<file path="src/rtl/sys_bank_cfg.svh">
// Offsets, field positions, reset values and keys of the configuration bank
`ifndef SYS_BANK_CFG_SVH
`define SYS_BANK_CFG_SVH
`define OFF_BANDGAP      16'h2300
`define OFF_BANDGAP_CLR  16'h2304
`define OFF_BANDGAP_SET  16'h2308
`define OFF_BANDGAP_INV  16'h230c
`define OFF_CFG_CTRL     16'h3640
`define OFF_IDENTITY     16'h3660
`define OFF_UNLOCK_KEY   16'h3670
`define OFF_OSC_BOOT     16'h3680
`define OFF_CODE_PROT    16'h3684
`define BG_CONV_BIT      2
`define BG_CMP_BIT       1
`define CFG_ERRDIS_BIT   27
`define CFG_ARB_HI       25
`define CFG_ARB_LO       24
`define CFG_EXEC_HI      23
`define CFG_EXEC_LO      16
`define CFG_JTAG_BIT     3
`define CFG_RSVD_HI      1
`define CFG_RSVD_LO      0
`define CFG_RSVD_VAL     2'h3
`define KEY_FIRST        32'haa996655
`define KEY_SECOND       32'h556699aa
`define KEY_STATUS_BIT   0
`define OSC_CKSM_HI      15
`define OSC_CKSM_LO      14
`define OSC_SECONDARY_OSCILLATOR_SRC     12
`define OSC_CLOCK_OUTPUT_PIN_FN      10
`define OSC_PMODE_HI     9
`define OSC_PMODE_LO     8
`define OSC_TWO_SPEED    7
`define OSC_SECONDARY_OSCILLATOR_EN      6
`define OSC_PLL_SRC      4
`define OSC_SEL_HI       2
`define OSC_SEL_LO       0
`define CP_BIT           31
`define RAM_BASE_ADDR    32'ha0000000
`define RAM_STEP_ZEROS   10'h000
`define ARB_RESERVED     2'h3
`endif

</file>
<file path="src/rtl/sys_bank_pkg.sv">
// Types shared by the configuration bank modules
package sys_bank_pkg;
    typedef enum logic [1:0] {
        PRI_EXT_CLOCK = 2'h0, PRI_MEDIUM_XTAL = 2'h1,
        PRI_HIGH_XTAL = 2'h2, PRI_DISABLED = 2'h3
    } primary_osc_mode_e;
    typedef enum logic [2:0] {
        SRC_FAST_RC_DIV = 3'h0, SRC_PLL = 3'h1, SRC_PRIMARY = 3'h2,
        SRC_SECONDARY = 3'h4, SRC_LOW_POWER_RC = 3'h5
    } reset_clock_e;
    typedef enum logic [1:0] {
        ARB_CPU_HIGHEST = 2'h0, ARB_CPU_LOWEST = 2'h1, ARB_ROUND_ROBIN = 2'h2
    } arbitration_e;
    // Gray order along locked, first key seen, unlocked
    typedef enum logic [1:0] {
        KEY_LOCKED = 2'h0, KEY_FIRST_SEEN = 2'h1, KEY_UNLOCKED = 2'h3
    } unlock_state_e;
    typedef struct packed {
        logic              clock_switch_en;
        logic              fail_safe_en;
        logic              secondary_oscillator_crystal;
        logic              clock_output_en;
        primary_osc_mode_e primary_osc_mode;
        logic              dual_speed_startup;
        logic              secondary_osc_enable;
        logic              pll_from_fast_rc;
        reset_clock_e      reset_clock;
        logic              code_protect_on;
    } boot_decode_s;
endpackage

</file>
<file path="src/rtl/bank_link_if.sv">
// Signals between the bank, the unlock sequencer and the boot word decoder
`timescale 1ns/1ps
interface bank_link_if;
    logic                       key_write;
    logic [31:0]                key_data;
    logic                       unlocked;
    logic [31:0]                osc_word;
    logic [31:0]                prot_word;
    sys_bank_pkg::boot_decode_s decoded;
    modport bank (output key_write, key_data, osc_word, prot_word,
                  input unlocked, decoded);
    modport unlock (input key_write, key_data, output unlocked);
    modport decode (input osc_word, prot_word, output decoded);
endinterface

</file>
<file path="src/rtl/unlock_sequencer.sv">
// Two-word key sequence that opens the protected registers
`timescale 1ns/1ps
`include "sys_bank_cfg.svh"
module unlock_sequencer (
    input  wire logic   pclk,
    input  wire logic   presetn,
    bank_link_if.unlock link
);
    typedef struct packed {
        sys_bank_pkg::unlock_state_e st;
    } seq_s;
    seq_s cur;
    seq_s next_cur;

    always_comb begin
        next_cur = cur;
        if (link.key_write) begin
            case (cur.st)
                sys_bank_pkg::KEY_LOCKED, sys_bank_pkg::KEY_UNLOCKED: begin
                    if (link.key_data == `KEY_FIRST)
                        next_cur.st = sys_bank_pkg::KEY_FIRST_SEEN;
                    else
                        next_cur.st = sys_bank_pkg::KEY_LOCKED;
                end
                sys_bank_pkg::KEY_FIRST_SEEN: begin
                    if (link.key_data == `KEY_SECOND)
                        next_cur.st = sys_bank_pkg::KEY_UNLOCKED;
                    else
                        next_cur.st = sys_bank_pkg::KEY_LOCKED;
                end
                default: next_cur.st = sys_bank_pkg::KEY_LOCKED;
            endcase
        end
    end

    always_ff @(posedge pclk or negedge presetn) begin
        if (!presetn) begin
            cur.st <= sys_bank_pkg::KEY_UNLOCKED;
        end else begin
            cur <= next_cur;
        end
    end

    assign link.unlocked = (cur.st == sys_bank_pkg::KEY_UNLOCKED);
endmodule

</file>
<file path="src/rtl/boot_word_decoder.sv">
// Decodes the nonvolatile oscillator and code-protect words
`timescale 1ns/1ps
`include "sys_bank_cfg.svh"
module boot_word_decoder (
    bank_link_if.decode link
);
    logic [2:0] sel;
    assign sel = link.osc_word[`OSC_SEL_HI:`OSC_SEL_LO];

    always_comb begin
        link.decoded.clock_switch_en = link.osc_word[`OSC_CKSM_HI];
        link.decoded.fail_safe_en    = link.osc_word[`OSC_CKSM_LO];
        link.decoded.secondary_oscillator_crystal    = link.osc_word[`OSC_SECONDARY_OSCILLATOR_SRC];
        link.decoded.clock_output_en = !link.osc_word[`OSC_CLOCK_OUTPUT_PIN_FN];
        link.decoded.primary_osc_mode = sys_bank_pkg::primary_osc_mode_e'(
            link.osc_word[`OSC_PMODE_HI:`OSC_PMODE_LO]);
        link.decoded.dual_speed_startup   = link.osc_word[`OSC_TWO_SPEED];
        link.decoded.secondary_osc_enable = link.osc_word[`OSC_SECONDARY_OSCILLATOR_EN];
        link.decoded.pll_from_fast_rc     = link.osc_word[`OSC_PLL_SRC];
        case (sel)
            3'h1:    link.decoded.reset_clock = sys_bank_pkg::SRC_PLL;
            3'h2:    link.decoded.reset_clock = sys_bank_pkg::SRC_PRIMARY;
            3'h4:    link.decoded.reset_clock = sys_bank_pkg::SRC_SECONDARY;
            3'h5:    link.decoded.reset_clock =
                         sys_bank_pkg::SRC_LOW_POWER_RC;
            // Reserved codes fall back to the divided fast RC
            default: link.decoded.reset_clock =
                         sys_bank_pkg::SRC_FAST_RC_DIV;
        endcase
        link.decoded.code_protect_on = !link.prot_word[`CP_BIT];
    end
endmodule

</file>
<file path="src/rtl/system_config_unlock_bank.sv">
// System configuration bank: APB registers, key unlock and boot options
`timescale 1ns/1ps
`include "sys_bank_cfg.svh"
module system_config_unlock_bank #(
    parameter int          ADDR_W        = 16,
    // Arbitrary identity values, fixed per build variant
    parameter logic [3:0]  REVISION_CODE = 4'h1,
    parameter logic [27:0] PART_CODE     = 28'h0000abc
) (
    input  wire logic                       pclk,
    input  wire logic                       presetn,
    input  wire logic                       psel,
    input  wire logic                       penable,
    input  wire logic                       pwrite,
    input  wire logic [ADDR_W-1:0]          paddr,
    input  wire logic [31:0]                pwdata,
    input  wire logic [3:0]                 pstrb,
    output logic [31:0]                     prdata,
    output logic                            pready,
    output logic                            pslverr,
    input  wire logic [31:0]                osc_boot_word,
    input  wire logic [31:0]                code_protect_word,
    input  wire logic                       debug_port_strap,
    input  wire logic                       conv_bandgap_hw_set,
    input  wire logic                       conv_bandgap_hw_clear,
    input  wire logic                       cmp_bandgap_hw_set,
    input  wire logic                       cmp_bandgap_hw_clear,
    output logic                            clock_switch_enable,
    output logic                            fail_safe_monitor_enable,
    output logic                            secondary_osc_crystal,
    output logic                            clock_output_enable,
    output sys_bank_pkg::primary_osc_mode_e primary_osc_mode,
    output logic                            dual_speed_startup,
    output logic                            secondary_osc_enable,
    output logic                            pll_source_select,
    output sys_bank_pkg::reset_clock_e      oscillator_selection,
    output logic                            code_protect_active,
    output logic                            bus_error_exception_enable,
    output sys_bank_pkg::arbitration_e      bus_arbitration_mode,
    output logic [31:0]                     ram_program_base,
    output logic                            debug_port_enable,
    output logic                            converter_bandgap_enable,
    output logic                            comparator_bandgap_enable,
    output logic                            system_unlocked
);
    generate
        if (ADDR_W < 16) begin : g_addr_check
            $error("ADDR_W must reach the highest register offset");
        end
    endgenerate

    typedef struct packed {
        logic [31:0] rdata;
        logic        conv_bg;
        logic        cmp_bg;
        logic        err_dis;
        logic [1:0]  arb;
        logic [7:0]  exec;
        logic        jtag;
        logic        strap_done;
        logic [31:0] ram_base;
        sys_bank_pkg::boot_decode_s boot;
    } bank_s;

    bank_s cur;
    bank_s next_cur;

    bank_link_if link ();

    unlock_sequencer u_unlock (
        .pclk    (pclk),
        .presetn (presetn),
        .link    (link.unlock)
    );

    boot_word_decoder u_decode (
        .link (link.decode)
    );

    logic [15:0] addr;
    logic        setup_rd;
    logic        access_wr;
    logic        full_word;
    logic        wr_bg;
    logic        wr_bg_clr;
    logic        wr_bg_set;
    logic        wr_bg_inv;
    logic        wr_cfg;
    logic [1:0]  bg_now;
    logic [1:0]  bg_mask;
    logic [1:0]  bg_sw;
    logic [31:0] read_value;

    assign addr      = paddr[15:0];
    assign setup_rd  = psel && !penable && !pwrite;
    assign access_wr = psel && penable && pwrite;
    // Key words only count when written whole; partial lanes are dropped
    assign full_word = (pstrb == 4'hf);

    // zero-wait slave that never flags an error
    assign pready  = 1'b1;
    assign pslverr = 1'b0;

    assign wr_bg     = access_wr && (addr == `OFF_BANDGAP);
    assign wr_bg_clr = access_wr && (addr == `OFF_BANDGAP_CLR);
    assign wr_bg_set = access_wr && (addr == `OFF_BANDGAP_SET);
    assign wr_bg_inv = access_wr && (addr == `OFF_BANDGAP_INV);
    // Protected register: only writable while unlocked, which reset or the key pair sets
    assign wr_cfg    = access_wr && (addr == `OFF_CFG_CTRL) &&
                       link.unlocked;

    // key writes go to the sequencer
    assign link.key_write = access_wr && full_word &&
                            (addr == `OFF_UNLOCK_KEY);
    assign link.key_data  = pwdata;
    assign link.osc_word  = osc_boot_word;
    assign link.prot_word = code_protect_word;

    assign bg_now  = {cur.conv_bg, cur.cmp_bg};
    assign bg_mask = {pwdata[`BG_CONV_BIT] && pstrb[0],
                      pwdata[`BG_CMP_BIT] && pstrb[0]};

    always_comb begin
        bg_sw = bg_now;
        if (wr_bg && pstrb[0])
            bg_sw = {pwdata[`BG_CONV_BIT], pwdata[`BG_CMP_BIT]};
        else if (wr_bg_clr)
            bg_sw = bg_now & ~bg_mask;
        else if (wr_bg_set)
            bg_sw = bg_now | bg_mask;
        else if (wr_bg_inv)
            bg_sw = bg_now ^ bg_mask;
    end

    always_comb begin
        read_value = 32'h00000000;
        case (addr)
            `OFF_BANDGAP, `OFF_BANDGAP_CLR, `OFF_BANDGAP_SET,
            `OFF_BANDGAP_INV: begin
                read_value[`BG_CONV_BIT] = cur.conv_bg;
                read_value[`BG_CMP_BIT]  = cur.cmp_bg;
            end
            `OFF_CFG_CTRL: begin
                read_value[`CFG_ERRDIS_BIT]              = cur.err_dis;
                read_value[`CFG_ARB_HI:`CFG_ARB_LO]      = cur.arb;
                read_value[`CFG_EXEC_HI:`CFG_EXEC_LO]    = cur.exec;
                read_value[`CFG_JTAG_BIT]                = cur.jtag;
                read_value[`CFG_RSVD_HI:`CFG_RSVD_LO]    = `CFG_RSVD_VAL;
            end
            `OFF_IDENTITY: read_value = {REVISION_CODE, PART_CODE};
            // only the status bit is readable
            `OFF_UNLOCK_KEY:
                read_value[`KEY_STATUS_BIT] = link.unlocked;
            `OFF_OSC_BOOT:  read_value = osc_boot_word;
            `OFF_CODE_PROT: read_value = code_protect_word;
            default: read_value = 32'h00000000;
        endcase
    end

    always_comb begin
        next_cur = cur;
        if (setup_rd)
            next_cur.rdata = read_value;

        // converter reference, hardware set wins over any clear
        next_cur.conv_bg = bg_sw[1];
        if (conv_bandgap_hw_clear)
            next_cur.conv_bg = 1'b0;
        if (conv_bandgap_hw_set)
            next_cur.conv_bg = 1'b1;
        next_cur.cmp_bg = bg_sw[0];
        if (cmp_bandgap_hw_clear)
            next_cur.cmp_bg = 1'b0;
        if (cmp_bandgap_hw_set)
            next_cur.cmp_bg = 1'b1;

        // debug enable taken from the strap once after reset
        if (!cur.strap_done) begin
            next_cur.jtag       = debug_port_strap;
            next_cur.strap_done = 1'b1;
        end

        if (wr_cfg) begin
            if (pstrb[3]) begin
                next_cur.err_dis = pwdata[`CFG_ERRDIS_BIT];
                // reserved arbitration code is not stored
                if (pwdata[`CFG_ARB_HI:`CFG_ARB_LO] != `ARB_RESERVED)
                    next_cur.arb = pwdata[`CFG_ARB_HI:`CFG_ARB_LO];
            end
            if (pstrb[2])
                next_cur.exec = pwdata[`CFG_EXEC_HI:`CFG_EXEC_LO];
            if (pstrb[0] && cur.strap_done)
                next_cur.jtag = pwdata[`CFG_JTAG_BIT];
        end

        next_cur.ram_base = `RAM_BASE_ADDR +
                            {14'h0000, cur.exec, `RAM_STEP_ZEROS};
        // Boot options are sampled so every boot option output leaves a flop
        next_cur.boot = link.decoded;
    end

    always_ff @(posedge pclk or negedge presetn) begin
        if (!presetn) begin
            cur.rdata      <= 32'h00000000;
            cur.conv_bg    <= 1'b0;
            cur.cmp_bg     <= 1'b0;
            cur.err_dis    <= 1'b0;
            cur.arb        <= 2'h0;
            cur.exec       <= 8'h00;
            cur.jtag       <= 1'b0;
            cur.strap_done <= 1'b0;
            cur.ram_base   <= `RAM_BASE_ADDR;
            cur.boot       <= '0;
        end else begin
            cur <= next_cur;
        end
    end

    assign prdata = cur.rdata;

    assign clock_switch_enable      = cur.boot.clock_switch_en;
    assign fail_safe_monitor_enable = cur.boot.fail_safe_en;
    assign secondary_osc_crystal    = cur.boot.secondary_oscillator_crystal;
    assign clock_output_enable      = cur.boot.clock_output_en;
    assign primary_osc_mode         = cur.boot.primary_osc_mode;
    assign dual_speed_startup       = cur.boot.dual_speed_startup;
    assign secondary_osc_enable     = cur.boot.secondary_osc_enable;
    assign pll_source_select        = cur.boot.pll_from_fast_rc;
    assign oscillator_selection     = cur.boot.reset_clock;
    assign code_protect_active      = cur.boot.code_protect_on;
    assign bus_error_exception_enable = !cur.err_dis;
    assign bus_arbitration_mode     = sys_bank_pkg::arbitration_e'(cur.arb);
    assign ram_program_base         = cur.ram_base;
    assign debug_port_enable        = cur.jtag;
    assign converter_bandgap_enable = cur.conv_bg;
    assign comparator_bandgap_enable = cur.cmp_bg;
    assign system_unlocked          = link.unlocked;
endmodule

</file>
<file path="config.mk">
export PLATFORM = sky130hd
export DESIGN_NAME = system_config_unlock_bank
export DESIGN_NICKNAME = d
export VERILOG_FILES = /design/src/rtl/sys_bank_pkg.sv /design/src/rtl/bank_link_if.sv /design/src/rtl/unlock_sequencer.sv /design/src/rtl/boot_word_decoder.sv /design/src/rtl/system_config_unlock_bank.sv
export VERILOG_INCLUDE_DIRS = /design/src /design/src/rtl
export SDC_FILE = /design/constraint.sdc
export NUM_CORES = 1
export LEC_CHECK = 0
export BUFFER_PORTS_ARGS = -buffer_cell sky130_fd_sc_hd__buf_4
export CORE_ASPECT_RATIO = 1.1
export CORE_UTILIZATION = 41
export DETAILED_ROUTE_END_ITERATION = 12
export PLACE_DENSITY = 0.87
export SYNTH_ARGS = -nofsm -noshare
export SYNTH_HDL_FRONTEND = slang
export SYNTH_SLANG_ARGS = --single-unit
</file>
<file path="constraint.sdc">
create_clock -name pclk -period 1.5 [get_ports pclk]
set_input_delay 0.075 -clock pclk [delete_from_list [all_inputs] [get_ports pclk]]
set_output_delay 0.075 -clock pclk [all_outputs]
set_load 0.01 [all_outputs]
</file>
# After elaboration in Yosys (flattened, before gate mapping)
# Cells that the tools add are included.
[word_totals]
register_bits = 94
latch_bits = 0
ramBits = 0
romBits = 0
out_inout_bits = 86
memories = 0
[op_classes]
add_sub_neg = 1
mul = 0
n_div = 0
n_lt_le_gt_ge = 0
n_eq_ne = 19
n_shift = 0
mux = 24
bitwise_logic = 4
n_reduce_logical = 29
[ops]
columns = ["op", "count"]
rows = [
  ["equality test 16 x 14 -> 1 bit, second input constant", 9],
  ["case mux 12 bit (3 select lines)", 1],
  ["adder 32 x 18 -> 32 bit, first input constant", 1],
  ["equality test 32 x 31 -> 1 bit, second input constant", 1],
  ["equality test 32 bit, second input constant", 1],
  ["case mux 10 bit (3 select lines)", 1],
  ["logical AND 1 bit", 16],
  ["case mux 1 bit (4 select lines)", 4],
  ["two-way mux 2 bit", 6],
  ["case mux 3 bit (4 select lines)", 1],
  ["case mux 4 bit (3 select lines)", 1],
  ["nonzero test 6 bit", 2],
  ["two-way mux 1 bit", 7],
  ["equality test 3 bit, second input constant", 2],
  ["logical NOT 1 bit", 5],
  ["equality test 4 bit, second input constant", 1],
  ["case mux 2 bit (2 select lines)", 1],
  ["AND reduction 2 bit", 2],
  ["OR reduction 4 bit", 1],
  ["equality test 3 x 1 -> 1 bit, second input constant", 1],
  ["equality test 3 x 2 -> 1 bit, second input constant", 1],
  ["case mux 1 bit (3 select lines)", 1],
  ["AND reduction 3 bit", 1],
  ["bitwise AND 2 bit", 1],
  ["other kinds (9)", 9],
]

# Depth between registers and ports, before layout
[depth]
word_depth = 9
mapped_depth = 8
ltp_nobuf = 7

# Modules after synthesis
# A second synthesis with hierarchy kept.
[unflattened]
cells_unflattened = 399
hier_area_um2 = 3971.3
[by_module_without_submodules]
columns = ["mod", "instances", "cells_per_inst", "area_each_um2", "seq_area_each_um2"]
rows = [
  ["system_config_unlock_bank", 1, 349, 3537.1, 1701.6],
  ["unlock_sequencer", 1, 37, 336.6, 52.6],
  ["boot_word_decoder", 1, 13, 97.6, 0.0],
]

# Worst setup path after synthesis
# OpenSTA, ideal clock, no wires.
[synth_timing]
kind = "in2reg"
from = "in paddr[15]"
to = "reg u_unlock.cur[0] in the netlist's numbering"
arrival_ps = 1630
required_time_ps = 1431
setup_slack_ps = -199
cell_stages = 6
n_path_buf = 1
path_cell_list = "or2_1 > or3_1 > buf_2 > or4_4 > or2_0 > o21ai_2"
[synth_between]
elab_chain_len = 2
[synth_rtl]
columns = ["item", "line", "rtl"]
rows = [
  ["from (decl)", "system_config_unlock_bank.sv:15", "input wire logic [ADDR_W-1:0] paddr,"],
  ["equality test 16 x 14 -> 1 bit", "-", ""],
  ["logical AND 1 bit", "system_config_unlock_bank.sv:113", "assign link.key_write = access_wr && full_word &&"],
  ["to (signal assigned)", "unlock_sequencer.sv:40", "cur <= next_cur;"],
  ["to (decl)", "unlock_sequencer.sv:12", "seq_s cur;"],
]
# Every way passes these cells.
# A chain may end at the register's enable or synchronous reset.

# Worst setup path after layout
[layout_timing]
from = "reg u_unlock.cur[0] in the netlist's numbering"
to = "reg cur[57] in the netlist's numbering"
[layout_between]
elab_chain_len = 3
[layout_rtl]
columns = ["item", "line", "rtl"]
rows = [
  ["equality test 2 bit", "unlock_sequencer.sv:44", "assign link.unlocked = (cur.st == sys_bank_pkg::KEY_UNLOCKED);"],
  ["logical AND 1 bit", "system_config_unlock_bank.sv:109", "assign wr_cfg = access_wr && (addr == `OFF_CFG_CTRL) &&"],
  ["AND reduction 2 bit (no source line)", "-", ""],
  ["to (signal assigned)", "system_config_unlock_bank.sv:215", "cur <= next_cur;"],
  ["to (decl)", "system_config_unlock_bank.sv:65", "bank_s cur;"],
]
# Every way passes these cells.

==> impl_metrics.env <==
export IMPL_status="finished, violations left"
export IMPL_violations="negative setup slack"
export IMPL_fin_crit_sh_pct=108
export IMPL_yosysTopAreaCell="dfrtp_1"
export IMPL_multi_input_area_sq_um=1740
export IMPL_crit_fanout=5
export IMPL_dieArea_sq_um=9860
export IMPL_internal_power_uw=3480
export IMPL_num_nets_final=740
export IMPL_synth_fa_ha_area_share_pct=2.26
export IMPL_first_pass_iters=4
export IMPL_synth_cells=399
export IMPL_worstHoldStart="osc_boot_word[18]"
export IMPL_die_h_um=104
export IMPL_drt_wl_total_um=12100
export IMPL_slew_violations=0
export IMPL_drt_iter0_drc=147
export IMPL_grt_max_degree=40
export IMPL_worstPathArrival_ps=1870
export IMPL_synthMuxAreaShare_pct=3.42
export IMPL_fp_row_count=36
export IMPL_ys_flop_type="dfrtp_1"
export IMPL_powerDensity_nw_per_um2=788
export IMPL_worstHoldPathType="input port to register"
export IMPL_synth_top_family_by_area="simple AND/OR/NAND/NOR gates"
export IMPL_rsz0062_at_grt="true"
export IMPL_ys_warnings_count=0
export IMPL_clock_skew_ps=7.11
export IMPL_via_per_inst=5.19
export IMPL_die_w_um=94.8
export IMPL_synthTopCellsByArea="dfrtp_1, buf_4, nor2_1"
export IMPL_avgSynthCellArea_sq_um=9.72
export IMPL_cp_required_ps=1740
export IMPL_worstSkewPairLatency_ps=350
export IMPL_clkTransAtPathRegs_ps=70
export IMPL_vias=3766
export IMPL_drive_above_1_share_pct=45.3
export IMPL_post_route_drc_count=0
export IMPL_regArea_sq_um=1750
export IMPL_netlist_area_sq_um=3880
export IMPL_dp_hpwl_um=8110
export IMPL_slowest_delay_ps=570
export IMPL_clockPowerShare_pct=31.2
export IMPL_p_total_uw=4750
export IMPL_crit_start="u_unlock.cur[0]"
export IMPL_crit_path_end_kind="register"
export IMPL_start_kind="register"
export IMPL_fmax_ghz=0.615
export IMPL_power_switching_uw=1270
export IMPL_root_buffer="clkbuf_8"
export IMPL_cts_tree="yes"
export IMPL_fillers=681
export IMPL_swShare_pct=26.8
export IMPL_final_hold_violation_count=0
export IMPL_cts_sinks=70
export IMPL_grt_antenna_before_repair=0
export IMPL_first_global_vias=3765
export IMPL_cts_inserted_buffers=9
export IMPL_combPwrFrac_pct=23.8
export IMPL_ys_types=48
export IMPL_ant_nets=0
export IMPL_p_seq_share_pct=44.9
export IMPL_ir_drop_mv=0.434
export IMPL_whs_ps=17.9
export IMPL_path_class="register to register"
export IMPL_async_flop_share_pct=100
export IMPL_synth_xor_area_share_pct=0
export IMPL_timing_rr_start="u_unlock.cur[0]"
export IMPL_yosys_area_share_simple_pct=17.1
export IMPL_slowest_stage="dfstp_2"
export IMPL_crit_chain="buf_6 -> ha_4 -> and2_4 -> nand4_1 -> buf_6 -> mux2_4"
export IMPL_grt_pass1_wl_um=17700
export IMPL_gp_congestion=0.884
export IMPL_p_leak_uw=0.00289
export IMPL_port_buffers=185
export IMPL_synth_edf_count=0
export IMPL_synth_compound_area_share_pct=14.8
export IMPL_start_util_pct=43.1
export IMPL_fin_util_pct=66.9
export IMPL_coreArea_sq_um=9010
export IMPL_n_antenna_cell=0
export IMPL_wl_per_cell_um=16.6
export IMPL_setup_ws_ps=-127
export IMPL_synth_common_cells="buf_4, dfrtp_1, nor2_1"
export IMPL_htreeDepth=3
export IMPL_io_pins=212
export IMPL_max_cap_viol_count=0
export IMPL_synth_top_area_share_pct=43.9
export IMPL_seq_area_frac_synth_pct=45.2
export IMPL_period_needed_ps=1630
export IMPL_grt_ovfl_total=0
export IMPL_synth_seq_cells=70
export IMPL_clock_path_buffers=2
export IMPL_grtUsageTotal_pct=23.1
export IMPL_crit_path_frequent_cell="buf_6"
export IMPL_report_final_setup_viol=8
export IMPL_yosysMostFrequentCell="buf_4"
export IMPL_syn2layout_area_growth_pct=55.4
[worst max-delay path: cells and delay by family, from the launching register on]
| family | cells | cell delay (ps) |
|---|---|---|
| mux | 1 | 290 |
| flops | 1 | 570 |
| fa+ha+maj | 1 | 120 |
| buf+inv | 2 | 270 |
| simple gates | 2 | 270 |
[worst paths after layout]
kind / endpoint / slack [ps] / depth (start not counted)
max reg2reg: cur[57] / -130 / 6
min reg2reg: ram_program_base[16] / 410 / 0
max in group asynchronous: fail_safe_monitor_enable / 730 / 3
min: prdata[18] / 20 / 3
min in group asynchronous: prdata[5] / 210 / 2
max: cur[57] / -130 / 6
[logic make-up after synthesis]
logic type,Yosys count
and+or+nand+nor,123
DFF,70
buffers and inverters,99
muxes,12
other,2
adders and majority gates,7
AOI/OAI and AO/OA,86
[flip-flops by register name (all words and copies together), names as in the netlist]
register / cells
fail_safe_monitor_enable: 1
ram_program_base: 8
primary_osc_mode: 2
comparator_bandgap_enable: 1
dual_speed_startup: 1
prdata: 32
pll_source_select: 1
converter_bandgap_enable: 1
clock_output_enable: 1
secondary_osc_crystal: 1
secondary_osc_enable: 1
code_protect_active: 1
bus_arbitration_mode: 2
oscillator_selection: 3
cur: 10
debug_port_enable: 1
u_unlock.cur: 2
clock_switch_enable: 1
[cells in the final DEF, fill, tap and decap left out, types with 3 or more instances in the layout]
cell type      netlist  routed
buf_4               75     210
dfrtp_1             68      68
nor2_1              55      55
dlygate4sd3_1        0      40
a21oi_1             34      34
conb_1               2      27
a22oi_1             21      20
a221oi_1            11      10
clkbuf_8             0      10
nand2_1             10       9
inv_1               10       8
nand4_1              8       8
mux2_2              10       8
nor4bb_1             8       6
buf_6                0       5
nor2b_1              4       4
buf_12               0       4
nand3b_1             3       3
nand3_1              3       3
a211oi_1             5       3
a31oi_1              3       3
o21a_1               3       3
ha_4                 0       3
ha_1                 7       3
[timing repair]
item                                   4_1_cts  5_1_grt
gates cloned                                 0        3
setup endpoints to repair                   15       44
gates resized for setup                     14       19
endpoints found under the hold margin       67        0
hold buffers                                40        0
setup buffers                                2        2
pin swaps                                    7       21
[power by group through the flow]
stage / Combinational (uW) / Sequential [uW] / Clock, uW
final: 1130 / 2130 / 1480
after CTS: 1100 / 2130 / 1530
after global routing: 1230 / 2150 / 1600
after global placement: 984 / 2160 / 0
after detailed placement: 1010 / 2170 / 0
after floorplan: 586 / 2160 / 0
[per-stage QoR]
stage | std cells | TNS, ps | cell area, sq um | setup slack (ps)
6_report | 725 | -301 | 6030 | -127
5_1_grt | 725 | -1140 | 6030 | -184
4_1_cts | 720 | -168 | 5830 | -76.2
3_5_place_dp | 663 | -12390 | 5160 | -328
3_3_place_gp | 663 | -10480 | 5160 | -301
2_1_floorplan | 424 | -2290 | 3990 | -169
[metal layers]
layer	track usage (%)	routed length (um)
met1	26.7	4640
met2	41.6	6330
met3	3.51	806
met4	8.98	272
met5	0	0
[cell type report]
| class | count | share of cell area (%) |
|---|---|---|
| clock inverter | 4 | 0.789 |
| sequential | 70 | 29.1 |
| clock buffer | 11 | 2.34 |
| inverter | 10 | 0.623 |
| multi-input combinational | 255 | 28.9 |
| tap | 114 | 2.37 |
| timing repair buffer | 261 | 35.9 |
(Power assumes the default switching activity.)
